**src/pkg/alarm_cfg_pkg.sv**
```systemverilog
// constants shared by the alarm configuration and flag block
package alarm_cfg_pkg;
    localparam int          ALARM_COUNT        = 3;
    localparam int          COUNT_WIDTH        = 32;
    // printed offsets are not all multiples of four, so they are indices
    localparam logic [3:0]  IDX_ALARM_CFG      = 4'h7;
    localparam logic [3:0]  IDX_IRQ_STATUS     = 4'h8;
    localparam logic [3:0]  IDX_IRQ_MASK       = 4'h9;
    localparam logic [3:0]  IDX_ALARM_VALUE0   = 4'hA;
    localparam logic [3:0]  IDX_COUNTER        = 4'hD;
    localparam int          ADDR_LSB           = 2;
    localparam int          ADDR_MSB           = 5;
    localparam int          BIT_ALARM2_FLAG    = 6;
    localparam int          BIT_ALARM1_FLAG    = 5;
    localparam int          BIT_ALARM0_FLAG    = 4;
    localparam int          BIT_CLEAR_ON_A0    = 3;
    localparam int          BIT_ALARM2_ENABLE  = 2;
    localparam int          BIT_ALARM1_ENABLE  = 1;
    localparam int          BIT_ALARM0_ENABLE  = 0;
    localparam int          FLAG_LSB           = BIT_ALARM0_FLAG;
    localparam logic [7:0]  ALARM_CFG_RESET    = 8'h00;
    localparam logic [2:0]  IRQ_RESET          = 3'h0;
    localparam logic [31:0] ALARM_VALUE_RESET  = 32'h0000_0000;
    localparam logic [31:0] COUNTER_RESET      = 32'h0000_0000;
    localparam logic [31:0] COUNTER_STEP       = 32'h0000_0001;
    // reserved bit 7 reads 0
    localparam logic [7:0]  ALARM_CFG_RW_MASK  = 8'h7F;
endpackage

```
**src/rtl/alarm_comparator.sv**
```systemverilog
// one alarm comparator: equality match gated by its enable
`timescale 1ns/10ps
`default_nettype none
module alarm_comparator
    import alarm_cfg_pkg::*;
(
    input  wire logic [COUNT_WIDTH-1:0] count,
    input  wire logic [COUNT_WIDTH-1:0] alarm_value,
    input  wire logic                   enable,
    output logic                        hit
);
    assign hit = enable && (count == alarm_value);
endmodule
`default_nettype wire

```
**src/rtl/rtc_alarm_config_flags.sv**
```systemverilog
// alarm configuration register, event flags, timer counter and wishbone slave
//
// Local design decision: register access over Wishbone.
`timescale 1ns/10ps
`default_nettype none
module rtc_alarm_config_flags
    import alarm_cfg_pkg::*;
(
    input  wire logic        core_clk,
    input  wire logic        rst_b,
    input  wire logic        tick_en,
    input  wire logic        wb_cyc_i,
    input  wire logic        wb_stb_i,
    input  wire logic        wb_we_i,
    input  wire logic [31:0] wb_adr_i,
    input  wire logic [3:0]  wb_sel_i,
    input  wire logic [31:0] wb_dat_i,
    output logic      [31:0] wb_dat_o,
    output logic             wb_ack_o,
    output logic             irq,
    output logic             counter_cleared
);
    // architectural registers and their next values
    logic [7:0]             alarm_config_and_flags;
    logic [7:0]             next_alarm_config_and_flags;
    logic [2:0]             irq_status;
    logic [2:0]             next_irq_status;
    logic [2:0]             irq_mask;
    logic [2:0]             next_irq_mask;
    logic [COUNT_WIDTH-1:0] alarm_value [ALARM_COUNT];
    logic [COUNT_WIDTH-1:0] next_alarm_value [ALARM_COUNT];
    logic [COUNT_WIDTH-1:0] count;
    logic [COUNT_WIDTH-1:0] next_count;
    logic                   next_counter_cleared;
    // bus answer and decode
    logic [31:0]            next_wb_dat_o;
    logic                   next_wb_ack_o;
    logic [2:0]             hit;
    logic [2:0]             enables;
    logic                   access;
    logic                   wr;
    logic                   rd;
    logic [3:0]             idx;
    logic [31:0]            wmask;
    // one strobe per register except the counter, plus the auto clear condition and the written config value
    logic                   cfg_wr;
    logic                   mask_wr;
    logic                   status_rd;
    logic [2:0]             value_wr;
    logic                   auto_clear;
    logic [7:0]             cfg_written;

    assign enables = alarm_config_and_flags[BIT_ALARM2_ENABLE:BIT_ALARM0_ENABLE];

    // one comparator per alarm, all watching the same count
    for (genvar g = 0; g < ALARM_COUNT; g++) begin : g_cmp
        alarm_comparator u_cmp (
            .count       (count),
            .alarm_value (alarm_value[g]),
            .enable      (enables[g]),
            .hit         (hit[g])
        );
    end

    // ack only in the cycle after the strobe, dropping between transfers
    assign access    = wb_cyc_i && wb_stb_i && !wb_ack_o;
    assign wr        = access && wb_we_i;
    assign rd        = access && !wb_we_i;
    assign idx       = wb_adr_i[ADDR_MSB:ADDR_LSB];
    assign wmask     = {{8{wb_sel_i[3]}}, {8{wb_sel_i[2]}}, {8{wb_sel_i[1]}}, {8{wb_sel_i[0]}}};
    // the 8-bit config and 3-bit mask registers live in byte lane 0, other lanes leave them alone
    assign cfg_wr    = wr && wb_sel_i[0] && (idx == IDX_ALARM_CFG);
    assign mask_wr   = wr && wb_sel_i[0] && (idx == IDX_IRQ_MASK);
    assign status_rd = rd && (idx == IDX_IRQ_STATUS);

    for (genvar v = 0; v < ALARM_COUNT; v++) begin : g_value_sel
        assign value_wr[v] = wr && (idx == IDX_ALARM_VALUE0 + 4'(v));
    end

    // level interrupt straight from registers, no extra latency
    assign irq = |(irq_status & irq_mask);

    // auto clear only looks at alarm 0; the other alarms just raise flags
    assign auto_clear = hit[0] && alarm_config_and_flags[BIT_CLEAR_ON_A0];

    // control bits take the write, flags can only be cleared by a written 0
    always_comb begin
        cfg_written = alarm_config_and_flags;
        if (cfg_wr) begin
            cfg_written[BIT_CLEAR_ON_A0:BIT_ALARM0_ENABLE] = wb_dat_i[BIT_CLEAR_ON_A0:BIT_ALARM0_ENABLE];
            cfg_written[BIT_ALARM2_FLAG:FLAG_LSB] =
                alarm_config_and_flags[BIT_ALARM2_FLAG:FLAG_LSB] & wb_dat_i[BIT_ALARM2_FLAG:FLAG_LSB];
        end
        next_alarm_config_and_flags = cfg_written;
        // set wins over a same-cycle clear
        next_alarm_config_and_flags[BIT_ALARM2_FLAG] = cfg_written[BIT_ALARM2_FLAG] | hit[2];
        next_alarm_config_and_flags[BIT_ALARM1_FLAG] = cfg_written[BIT_ALARM1_FLAG] | hit[1];
        next_alarm_config_and_flags[BIT_ALARM0_FLAG] = cfg_written[BIT_ALARM0_FLAG] | hit[0];
        // reserved bit 7 never holds a one
        next_alarm_config_and_flags = next_alarm_config_and_flags & ALARM_CFG_RW_MASK;
    end

    always_ff @(posedge core_clk or negedge rst_b) begin
        if (!rst_b) begin
            alarm_config_and_flags <= ALARM_CFG_RESET;
        end else begin
            alarm_config_and_flags <= next_alarm_config_and_flags;
        end
    end

    // status is sticky per alarm and cleared by reading it; an event in the
    // reading cycle survives so that no alarm is ever lost
    always_comb begin
        next_irq_status = irq_status;
        next_irq_mask   = irq_mask;
        if (status_rd) begin
            next_irq_status = IRQ_RESET;
        end
        next_irq_status = next_irq_status | hit;
        if (mask_wr) begin
            next_irq_mask = wb_dat_i[ALARM_COUNT-1:0];
        end
    end

    always_ff @(posedge core_clk or negedge rst_b) begin
        if (!rst_b) begin
            irq_status <= IRQ_RESET;
            irq_mask   <= IRQ_RESET;
        end else begin
            irq_status <= next_irq_status;
            irq_mask   <= next_irq_mask;
        end
    end

    // alarm values follow the byte lanes, so software may update one byte at a time
    always_comb begin
        next_alarm_value = alarm_value;
        for (int i = 0; i < ALARM_COUNT; i++) begin
            if (value_wr[i]) begin
                next_alarm_value[i] = (alarm_value[i] & ~wmask) | (wb_dat_i & wmask);
            end
        end
    end

    always_ff @(posedge core_clk or negedge rst_b) begin
        if (!rst_b) begin
            alarm_value <= '{default: ALARM_VALUE_RESET};
        end else begin
            alarm_value <= next_alarm_value;
        end
    end

    // auto clear beats a tick in the same cycle, so the count restarts at zero
    // limitation: a count parked on a match re-sets the flag every cycle
    always_comb begin
        next_count           = count;
        next_counter_cleared = 1'b0;
        if (auto_clear) begin
            next_count           = COUNTER_RESET;
            next_counter_cleared = 1'b1;
        end else if (tick_en) begin
            next_count = count + COUNTER_STEP;
        end
    end

    always_ff @(posedge core_clk or negedge rst_b) begin
        if (!rst_b) begin
            count           <= COUNTER_RESET;
            counter_cleared <= 1'b0;
        end else begin
            count           <= next_count;
            counter_cleared <= next_counter_cleared;
        end
    end

    // read data is zero outside an ack, so a stale value never shows on the bus
    // unmapped indices still ack and read zero; their writes are dropped
    // the counter index is read-only, a write there changes nothing
    always_comb begin
        next_wb_ack_o = access;
        next_wb_dat_o = 32'h0000_0000;
        if (rd) begin
            unique case (idx)
                IDX_ALARM_CFG: begin
                    next_wb_dat_o = {24'h00_0000, alarm_config_and_flags & ALARM_CFG_RW_MASK};
                end
                IDX_IRQ_STATUS: begin
                    next_wb_dat_o = {29'h000_0000, irq_status};
                end
                IDX_IRQ_MASK: begin
                    next_wb_dat_o = {29'h000_0000, irq_mask};
                end
                IDX_COUNTER: begin
                    next_wb_dat_o = count;
                end
                default: begin
                    for (int i = 0; i < ALARM_COUNT; i++) begin
                        if (idx == IDX_ALARM_VALUE0 + 4'(i)) begin
                            next_wb_dat_o = alarm_value[i];
                        end
                    end
                end
            endcase
        end
    end

    always_ff @(posedge core_clk or negedge rst_b) begin
        if (!rst_b) begin
            wb_dat_o <= 32'h0000_0000;
            wb_ack_o <= 1'b0;
        end else begin
            wb_dat_o <= next_wb_dat_o;
            wb_ack_o <= next_wb_ack_o;
        end
    end
endmodule
`default_nettype wire

```
**config.mk**
```make
export PLATFORM = sky130hd
export DESIGN_NAME = rtc_alarm_config_flags
export DESIGN_NICKNAME = d
export VERILOG_FILES = /design/src/pkg/alarm_cfg_pkg.sv /design/src/rtl/alarm_comparator.sv /design/src/rtl/rtc_alarm_config_flags.sv
export SDC_FILE = /design/constraint.sdc
export NUM_CORES = 1
export LEC_CHECK = 0
export BUFFER_PORTS_ARGS = -buffer_cell sky130_fd_sc_hd__buf_2
export CORE_ASPECT_RATIO = 1.5
export CORE_UTILIZATION = 55
export CTS_CLUSTER_DIAMETER = 60
export DETAILED_ROUTE_END_ITERATION = 10
export GPL_ROUTABILITY_DRIVEN = 0
export PLACE_DENSITY = 0.76
export SLEW_MARGIN = 20
export SYNTH_ARGS = -nofsm -noshare
export SYNTH_HDL_FRONTEND = slang
export SYNTH_SLANG_ARGS = --single-unit
```
**constraint.sdc**
```tcl
create_clock -name core_clk -period 2.3 [get_ports core_clk]
set_input_delay 0.345 -clock core_clk [delete_from_list [all_inputs] [get_ports core_clk]]
set_output_delay 0.345 -clock core_clk [all_outputs]
set_load 0.01 [all_outputs]
```
# Word level (Yosys, flattened, before mapping)
# Index checks and enable logic that the tools add are counted.
# Widths: inputs -> output; s select.
dict set report op_classes {
  n_reduce_logical 19
  bitwise 14
  add_sub_neg 1
  n_eq_ne 10
  muxes 10
}
# op n
set op_table {}
lappend op_table {{$mux 32} 6}
lappend op_table {{$and 32x32->32} 4}
lappend op_table {{$pmux 32 s4} 1}
lappend op_table {{$eq 32x32->1} 3}
lappend op_table {{$or 32x32->32} 3}
lappend op_table {{$add 32x1->32 const B} 1}
lappend op_table {{$not 32->32} 1}
lappend op_table {{$eq 4x4->1 const B} 6}
lappend op_table {{$logic_and 1x1->1} 15}
lappend op_table {{$mux 7} 1}
lappend op_table {{$and 3x3->3} 2}
lappend op_table {{$eq 4x3->1 const B} 1}
lappend op_table {{$mux 3} 1}
lappend op_table {{$or 1x1->1} 3}
lappend op_table {{$or 3x3->3} 1}
lappend op_table {{$reduce_or 3->1} 1}
lappend op_table {{$logic_not 1->1} 2}
lappend op_table {{$reduce_bool 2->1} 1}
lappend op_table {{$mux 1} 1}
dict set report totals {
  regBits 175
  input_bits 74
  elab_cells 65
}

# Logic depth before layout (Yosys ltp)
# Gate-level depths: netlist of run 1.
dict set report depth {
  word_depth 7
  ltp_mapped 8
  ltp_nobuf 7
}

# By module
# Synthesis of run 1 repeated with hierarchy kept, for this count alone.
dict set report unflattened {
  cells_unflattened 770
  area_unflattened_um2 8868.5
}
# module cells_per_inst area_per_inst_um2 seq_area_each_um2 n_inst
set modules_own_cells {}
lappend modules_own_cells {rtc_alarm_config_flags 638 7802.5 4379.2 1}
lappend modules_own_cells {alarm_comparator 44 355.3 0.0 3}

# Least setup slack after synthesis of run 1
# OpenSTA, ideal clock, no wires.
dict set report synth_timing {
  kind {flip-flop to flip-flop}
  from {register count[0]}
  to {register count[23]}
  required_ns 2.181
  stages_incl_launch_ff 8
  n_path_buf 2
  arrival_ns 1.922
  path_slack_ns 0.259
  cell_sequence {dfrtp_1 -> clkbuf_1 -> xnor2_1 -> nand4_1 -> or4_4 -> nor4_4 -> buf_6 -> nor2_1}
}
dict set report synth_between {
  elab_chain_cells 4
}
# element line_no
set synth_lines {}
lappend synth_lines {{start, declared} rtc_alarm_config_flags.sv:32} ;# logic [COUNT_WIDTH-1:0] count;
lappend synth_lines {{start signal, assigned} rtc_alarm_config_flags.sv:171} ;# count <= next_count;
lappend synth_lines {{parallel branches: the longest is 4 deep, another holds $add 32x1->32} --}
# Parallel ways; which one is timed is not known. The select of a mux whose other input is x is not followed.
# A chain may end at the register's enable or synchronous reset.

# Final worst setup path of run 1
dict set report layout_timing {
  from {register count[13]}
  to {register irq_status[1]}
}
dict set report layout_between {
  elab_chain_cells 3
}
# element line_no
set layout_lines {}
lappend layout_lines {{$eq 32x32->1} alarm_comparator.sv:12} ;# assign hit = enable && (count == alarm_value);
lappend layout_lines {{$logic_and 1x1->1} alarm_comparator.sv:12}
lappend layout_lines {{$or 3x3->3} rtc_alarm_config_flags.sv:119} ;# next_irq_status = next_irq_status | hit;
lappend layout_lines {{via next_irq_status[1]} rtc_alarm_config_flags.sv:27} ;# logic [2:0] next_irq_status;
lappend layout_lines {{end signal, assigned} rtc_alarm_config_flags.sv:130} ;# irq_status <= next_irq_status;
lappend layout_lines {{end, declared} rtc_alarm_config_flags.sv:26} ;# logic [2:0] irq_status;
# The timed path passes the listed nets, and every way through them passes these cells.

==> impl_metrics.tcl, run 1 <==
set metrics [dict create \
    run_status "finished with violations" \
    violations "setup timing" \
    vias 6921 \
    netlist_area_mm2 0.00891 \
    drv_slew 0 \
    setup_ws_ns -0.0000440 \
    period_needed_ns 2.30 \
    antenna_found_initial 0 \
    comb_power_share_pct 16.5 \
    fin_cells 1144 \
    syn_nets 902 \
    fin_worst_skew_ns 0.00786 \
    slowest_delay_ns 0.63 \
    root_buffer "clkbuf_16" \
    final_nets 1003 \
    synthTopCellsByArea "dfrtp_1 (49%), mux2_2 (13%), xnor2_1 (9.0%), nor2_1 (3.2%), mux2i_1 (2.9%)" \
    dp_worst_setup_slack_ns 0.0458 \
    wl_per_cell_um 21.5 \
    min_path_type "primary input to flip-flop" \
    cts.path.max_buffers 2 \
    r2r-start "count[13]" \
    ys_dominant_reg_cell "dfrtp_1" \
    grt_first_pass_wirelength_um 38200 \
    cp.arrival_ns 2.67 \
    cap_violations 0 \
    worst_setup_path_start_kind "flip-flop" \
    crit_fanout 8 \
    path_delay_family "simple AND/OR/NAND/NOR gates" \
    n_fill_cell 1173 \
    required_ns 2.67 \
    grt_start_max_net_pins 61 \
    crit_path_frequent_cell "nand4_1" \
    yosysWarningCount 0 \
    io_pins 109 \
    synth_cell_types 46 \
    crit_chain "buf_4 -> xnor2_1 -> nand4_1 -> nor4_2 -> nand4_1 -> or4_1 -> nand2_1" \
    port_buffers 80 \
    fp.coreArea_mm2 0.0158 \
    min_from "wb_dat_i[12]" \
    r2r_cells 7 \
    clockPowerShare_pct 38.7 \
    die_width_um 106 \
    holdWs_ns 0.150 \
    firstDrtPassIters 5 \
    dieArea_mm2 0.0167 \
    relSlewSlack_pct 64.3 \
    synth_seq_cells 175 \
    netSwitchingFraction_pct 28.4 \
    holdPathStages 2 \
    drt-initial-drc-count 534 \
    finalSetupViolations 1 \
    post-route-drc-count 0 \
    dp_cells 1111 \
    avgSynthCellArea_um2 10.8 \
    crit_buf_inv 1 \
    clkLatencyLatePin_ns 0.44 \
    tns_ns -0.0000440 \
    grt_pass1_vias 7001 \
    wirelength_um 24600 \
    synth_area_leader_cell "dfrtp_1" \
    p_leak_nw 4.93 \
    cts_tree "built" \
    fmax_mhz 435 \
    ant_nets 0 \
    synth_commonest_cells "dfrtp_1 (175), mux2_2 (103), xnor2_1 (92)" \
    synthArstFlopShare_pct 100 \
    grt_overflow 0 \
    synth_top_area_share_pct 49.1 \
    initial_core_util_pct 56.5 \
    multi_input_area_mm2 0.00426 \
    die_h_um 158 \
    worst_pin_slew_ns 0.532 \
    worstSetupPathType "flip-flop to flip-flop" \
    crit_slowest_cell "or4_1" \
    cts.sinks 175 \
    syn_to_final_growth_pct 17.5 \
    powerDensity_mw_per_mm2 758 \
    power.share.sequential_pct 44.9 \
    crit-reg2reg-capture "irq_status[1]" \
    ff_latch_area_mm2 0.00438 \
    yosysMostFrequentCell "dfrtp_1" \
    ctsHtreeMaxLevel 4 \
    yosysSeqAreaShare_pct 49.1 \
    power.switching_mw 2.25 \
    diodes 0 \
    clk_pin_slew_ns 0.07 \
    drive_gt1_share_pct 31.2 \
    grt_use_total_pct 31.0 \
    cts_made_buffers 17 \
    utilization_pct 66.5 \
    finalHoldViolCount 0 \
    ir_drop_mv 0.430 \
    hpwl_um 17800 \
    syn_inst 827 \
    viasPerCell 6.05 \
    intPower_mw 5.68 \
    synth_edf_count 0 \
    finalCritPeriodShare_pct 100 \
    r2r_slack_ns -0.00004 \
    cp-end-kind "flip-flop" \
    rows 56 \
]
==> worst register-to-register path: cells and delay by family (launching register included) <==
family	cells	cell delay, ns
and+or+nand+nor	5	1.36
xor gates and xnor gates	1	0.31
buffers and inverters	1	0.18
DFF	1	0.39
==> per-stage QoR <==
| stage | instance area (um^2) | total power [mW] |
|---|---|---|
| floorplan | 8910 | 4.34 |
| global placement | 9790 | 4.83 |
| detailed placement | 9790 | 4.86 |
| CTS | 10400 | 7.92 |
| global route | 10500 | 8.23 |
| finish | 10500 | 7.94 |
==> layer usage <==
metal  track usage [%]  vias to the layer above  wire, um
met4              18.6                        0      1300
met5                 0                        -         0
met3              5.80                      102      1410
met1              34.7                     3473      8970
met2              54.7                      293     13000
li1                  -                     3053         -
==> worst max-delay path by stage <==
stage | end | cells after the start | startpoint | slack (ns)
after floorplan | count[23] | 7 | count[0] | 0.26
after global placement | count[26] | 8 | count[16] | 0.09
after detailed placement | irq_status[1] | 7 | count[13] | 0.05
after CTS | count[22] | 6 | count[25] | 0.04
after global routing | count[31] | 7 | count[14] | -0.03
final | irq_status[1] | 7 | count[13] | -0.00004
==> cell usage in the layout, fill, tap and decap left out, drive strengths merged, types with 8 or more instances in the layout <==
cell,instances
nor4,10
mux2i,26
dfrtp,175
nor2,75
a21oi,35
nand4,26
nand2,68
buf,141
clkbuf,19
nand3,15
xor2,25
mux2,106
xnor2,92
o21ai,38
inv,18
nor3,8
and3,9
==> power groups by stage <==
stage	Clock, mW	Combinational (mW)	Sequential (mW)
CTS	3.10	1.27	3.55
finish	3.07	1.31	3.56
detailed placement	0	1.25	3.61
global route	3.23	1.41	3.59
global placement	0	1.23	3.60
floorplan	0	0.880	3.46
==> cells by family after synthesis <==
family | Yosys count | share of synthesized area [%]
and+or+nand+nor | 235 | 12.9
DFF | 175 | 49.1
muxes | 132 | 16.3
AOI/OAI and AO/OA | 95 | 6.23
adders and majority gates | 1 | 0.140
xor gates and xnor gates | 117 | 11.5
buffers and inverters | 72 | 3.79
==> timing repair <==
action	CTS	global route
hold endpoints to repair	41	0
gates resized for setup	0	8
hold buffers	1	0
setup endpoints to repair	0	27
buffers inserted	0	0
==> cell type report <==
cell class | instances | area share, %
clock buffers | 19 | 4.32
clock inverters | 13 | 1.65
multi-input cells | 580 | 40.7
inverters | 12 | 0.430
flip-flops and latches | 175 | 41.8
repair buffers | 142 | 8.71
well taps | 203 | 2.42
Power figures use the tool's default switching activity.
==> inputs of run 2 (changes only) <==
- CORE_UTILIZATION: 55 -> 53
- PLACE_DENSITY: 0.76 -> 0.77
- clock period: 2.3 -> 1.9 ns (I/O delays scaled with it)
==> impl_metrics.tcl, run 2 (same netlist as run 1, synthesis figures left out) <==
set metrics [dict create \
    run_status "finished with violations" \
    violations "setup timing" \
    dp_worst_setup_slack_ns -0.315 \
    finalCritPeriodShare_pct 116 \
    cts_made_buffers 17 \
    p_leak_nw 5.43 \
    grt_overflow 0 \
    grt_start_max_net_pins 66 \
    drive_gt1_share_pct 41.8 \
    cts_tree "built" \
    period_needed_ns 2.20 \
    drt-initial-drc-count 668 \
    cap_violations 0 \
    min_path_type "primary input to flip-flop" \
    syn_to_final_growth_pct 30.4 \
    slowest_delay_ns 0.56 \
    crit_fanout 12 \
    dieArea_mm2 0.0173 \
    worst_pin_slew_ns 0.546 \
    grt_use_total_pct 33.8 \
    clk_pin_slew_ns 0.06 \
    crit_chain "xnor2_2 -> nand4_1 -> or4_4 -> nor4_4 -> buf_6 -> buf_12 -> nor2_1" \
    ant_nets 0 \
    wirelength_um 28100 \
    fp.coreArea_mm2 0.0163 \
    viasPerCell 6.10 \
    worstSetupPathType "flip-flop to flip-flop" \
    rows 57 \
    fmax_mhz 455 \
    powerDensity_mw_per_mm2 851 \
    io_pins 109 \
    grt_first_pass_wirelength_um 43100 \
    ir_drop_mv 0.566 \
    cp-end-kind "flip-flop" \
    fin_worst_skew_ns 0.00745 \
    vias 7529 \
    drv_slew 0 \
    cp.arrival_ns 2.52 \
    ff_latch_area_mm2 0.00439 \
    die_width_um 108 \
    required_ns 2.22 \
    initial_core_util_pct 54.6 \
    multi_input_area_mm2 0.00462 \
    firstDrtPassIters 5 \
    r2r_slack_ns -0.30 \
    clkLatencyLatePin_ns 0.44 \
    hpwl_um 19000 \
    grt_pass1_vias 7823 \
    finalHoldViolCount 0 \
    antenna_found_initial 0 \
    cts.path.max_buffers 2 \
    wl_per_cell_um 22.8 \
    ctsHtreeMaxLevel 4 \
    cts.sinks 175 \
    relSlewSlack_pct 63.6 \
    port_buffers 80 \
    die_h_um 161 \
    tns_ns -9.31 \
    root_buffer "clkbuf_16" \
    finalSetupViolations 39 \
    final_cell_mix "dfrtp_1 (168), buf_4 (125), mux2_2 (103)" \
    final_common_cell "dfrtp_1" \
    rsz0062_at_grt "yes" \
    post-route-drc-count 0 \
    diodes 0 \
    worst_setup_path_start_kind "flip-flop" \
    final_nets 1090 \
    setup_ws_ns -0.296 \
    n_fill_cell 1042 \
    crit_slowest_cell "or4_4" \
]
[run 2: cell types whose count changed in the layout (fill, tap and decap cells not counted), moves of 3 or more]
cell	delta
buf_4	+67
xnor2_1	-30
xnor2_2	+25
buf_6	+11
dfrtp_1	-7
dfrtp_2	+7
buf_12	+6
inv_6	-5
xnor2_4	+5
nor4_1	-4
nand2_1	-3
nand2_2	+3
nor4_2	+3
[run 2: final cells by class]
class	instances	share of cell area [%]
clock inverter	12	1.17
clock buffer	20	3.84
sequential	175	37.8
tap	206	2.22
timing repair buffer	229	14.9
multi-input combinational	580	39.7
inverter	12	0.388
[run 2: routing by layer]
layer,wire [um],vias up,track usage [%]
met4,2280,0,25.7
li1,-,3225,-
met5,0,-,0
met3,2100,162,8.52
met2,14200,451,56.1
met1,9550,3691,36.6
[run 2: metrics by stage]
| step | util (%) | power, mW | cells | hold slack (ns) | instance area, um^2 |
|---|---|---|---|---|---|
| after floorplan | - | 5.33 | 827 | -0.0106 | 8990 |
| after global placement | 64.1 | 6.13 | 1190 | 0.217 | 10500 |
| after detailed placement | 64.1 | 6.18 | 1190 | 0.227 | 10500 |
| after CTS | 70.3 | 9.79 | 1230 | 0.0870 | 11500 |
| after global routing | 71.1 | 10.2 | 1234 | 0.0937 | 11600 |
| final | 71.1 | 9.88 | 1234 | 0.0870 | 11600 |
[run 2: where the power goes]
| group | switching, mW | total (mW) | internal (mW) |
|---|---|---|---|
| Combinational | 1.09 | 2.11 | 1.02 |
| Clock | 1.51 | 3.49 | 1.98 |
| Sequential | 0.294 | 4.27 | 3.98 |
[run 2: timing repair]
action	in CTS	in global routing
gates resized for setup	58	20
hold buffers	1	0
hold endpoints to repair	36	0
pin swaps	35	8
cloned	1	1
setup endpoints to repair	39	76
setup buffers	7	4
[run 2: critical path, delay by kind of cell, from the launching register on]
kind / cells / cell delay [ns]
and+or+nand+nor: 4 / 1.05
DFF: 1 / 0.42
buffers and inverters: 2 / 0.33
xor gates and xnor gates: 1 / 0.27
[run 2: path summary, 6_finish.rpt]
check | start | end | depth (start not counted)
min | wb_dat_i[12] | flip-flop | 2
min in group asynchronous | rst_b | wb_dat_o[16] | 2
max reg2reg | count[1] | count[29] | 7
min reg2reg | wb_ack_o | wb_ack_o | 1
max in group asynchronous | rst_b | asynchronous set/reset pin | 3
max | count[1] | count[29] | 7
==> inputs of run 3 (changes only) <==
- CORE_UTILIZATION: 53 -> 59
- CTS_BUF_LIST: default -> sky130_fd_sc_hd__clkbuf_16
- PLACE_DENSITY: 0.77 -> 0.81
- clock period: 1.9 -> 2.3 ns (I/O delays scaled with it)
==> impl_metrics.tcl, run 3 (same netlist as run 1, synthesis figures left out) <==
set metrics [dict create \
    dieArea_mm2 0.0156 \
    port_buffers 80 \
    grt_use_total_pct 32.8 \
    run_status "finished with violations" \
    worst_setup_path_start_kind "flip-flop" \
    die_width_um 102 \
    die_h_um 153 \
    grt_start_max_net_pins 57 \
    worstSetupPathType "flip-flop to flip-flop" \
    fmax_mhz 433 \
    total_power_mw 7.79 \
    min_path_type "primary input to flip-flop" \
    clk_pin_slew_ns 0.06 \
    cp.arrival_ns 2.63 \
    grt_pass1_vias 6877 \
    fp.coreArea_mm2 0.0147 \
    worst_pin_slew_ns 0.538 \
    viasPerCell 6.18 \
    grt_overflow 0 \
    wl_met3_um 2020 \
    finalHoldViolCount 0 \
    finalCritPeriodShare_pct 100 \
    clkLatencyLatePin_ns 0.44 \
    crit_fanout 16 \
    drv_slew 0 \
    initial_core_util_pct 60.8 \
    required_ns 2.62 \
    met2WireLength_um 12400 \
    p_leak_nw 4.86 \
    wl_per_cell_um 22.1 \
    post-route-drc-count 0 \
    hpwl_um 17200 \
    ir_drop_mv 0.561 \
    drt-initial-drc-count 581 \
    dp_cells 1086 \
    cts.sinks 175 \
    root_buffer "clkbuf_16" \
    finalSetupViolations 1 \
    firstDrtPassIters 6 \
    cts_tree "built" \
    cts.path.max_buffers 2 \
    period_needed_ns 2.31 \
    fin_cells 1124 \
    drive_gt1_share_pct 30.9 \
    grt_first_pass_wirelength_um 37200 \
    violations "setup timing" \
    crit_buf_inv 2 \
    vias 6948 \
    path_delay_family "simple AND/OR/NAND/NOR gates" \
    ctsHtreeMaxLevel 4 \
    crit_slowest_cell "or4_4" \
    wirelength_um 24800 \
    fin_worst_skew_ns 0.00732 \
    routed.top_layer "met4" \
    syn_to_final_growth_pct 17.1 \
    wl_met1_um 8620 \
    dp_worst_setup_slack_ns 0.0363 \
    tns_ns -0.00749 \
    holdWs_ns 0.139 \
    cp-end-kind "flip-flop" \
    post_dp_cell_area_mm2 0.00967 \
    utilization_pct 71.2 \
    ant_nets 0 \
    cap_violations 0 \
    cts_made_buffers 17 \
    fin_area_mm2 0.0104 \
    final_common_cell "dfrtp_1" \
    slowest_delay_ns 0.58 \
    rows 54 \
    n_fill_cell 1015 \
    antenna_found_initial 1 \
    io_pins 109 \
    final_nets 989 \
    relSlewSlack_pct 64.0 \
    final_cell_mix "dfrtp_1 (173), mux2_2 (103), xnor2_1 (82)" \
    setup_ws_ns -0.00749 \
    powerDensity_mw_per_mm2 746 \
    crit_chain "xnor2_2 -> nand4_1 -> or4_4 -> nor4_4 -> buf_6 -> buf_12 -> nor2_1" \
]
[run 3: cell count changes in the layout (fill, tap and decap cells not counted), moves of 3 or more]
cell     before  now
nand2_2       3    0
nor4_1        2    5
buf_4       125   39
xnor2_4       5    0
buf_6        12    3
dfrtp_2       7    2
dfrtp_1     168  173
nand2_1      65   68
xnor2_1      57   82
buf_12        9    5
xnor2_2      30   10
[run 3: worst paths after layout]
| kind | from | endpoint | slack, ns | depth (start not counted) |
|---|---|---|---|---|
| min in group asynchronous | rst_b | wb_dat_o[16] | 0.37 | 2 |
| setup reg to reg | flip-flop | count[17] | -0.007 | 7 |
| hold / removal | wb_dat_i[12] | flip-flop | 0.14 | 2 |
| setup / recovery | flip-flop | count[17] | -0.007 | 7 |
| hold reg to reg | wb_ack_o | wb_ack_o | 0.48 | 1 |
| max in group asynchronous | rst_b | asynchronous set/reset pin | 1.21 | 3 |
[run 3: layout make-up]
class | count | area, um^2 | share of cell area (%)
Antenna cell | 1 | 2.50 | 0.0240
Clock buffer | 17 | 425 | 4.07
Clock inverter | 15 | 170 | 1.63
Inverter | 12 | 45.0 | 0.431
Multi-Input combinational cell | 580 | 4310 | 41.3
Sequential cell | 175 | 4380 | 42.0
Tap cell | 196 | 245 | 2.35
Timing Repair Buffer | 128 | 857 | 8.21
[run 3: worst reg2reg max path: cells and delay by family, from the launching register on]
kind	cells	cell delay, ns
DFF	1	0.45
buffers and inverters	2	0.32
and+or+nand+nor	4	1.20
xor gates and xnor gates	1	0.22
[run 3: power by group]
| group | switching [mW] | leakage (nW) | internal (mW) |
|---|---|---|---|
| Combinational | 0.707 | 2.21 | 0.598 |
| Sequential | 0.271 | 2.37 | 3.29 |
| Clock | 1.23 | 0.289 | 1.70 |
| Total | 2.20 | 4.86 | 5.59 |
[run 3: timing repair]
item                                    CTS  global route
endpoints found under the setup margin    0            38
setup buffers                             0             2
hold endpoints to repair                 38             0
hold buffers                              1             0
gates resized for setup                   0            19
[run 3: metal layers]
metal	GRT usage [%]	vias up
met4	21.2	0
met5	0	-
met1	37.8	3384
met2	53.7	408
li1	-	3023
met3	7.66	133
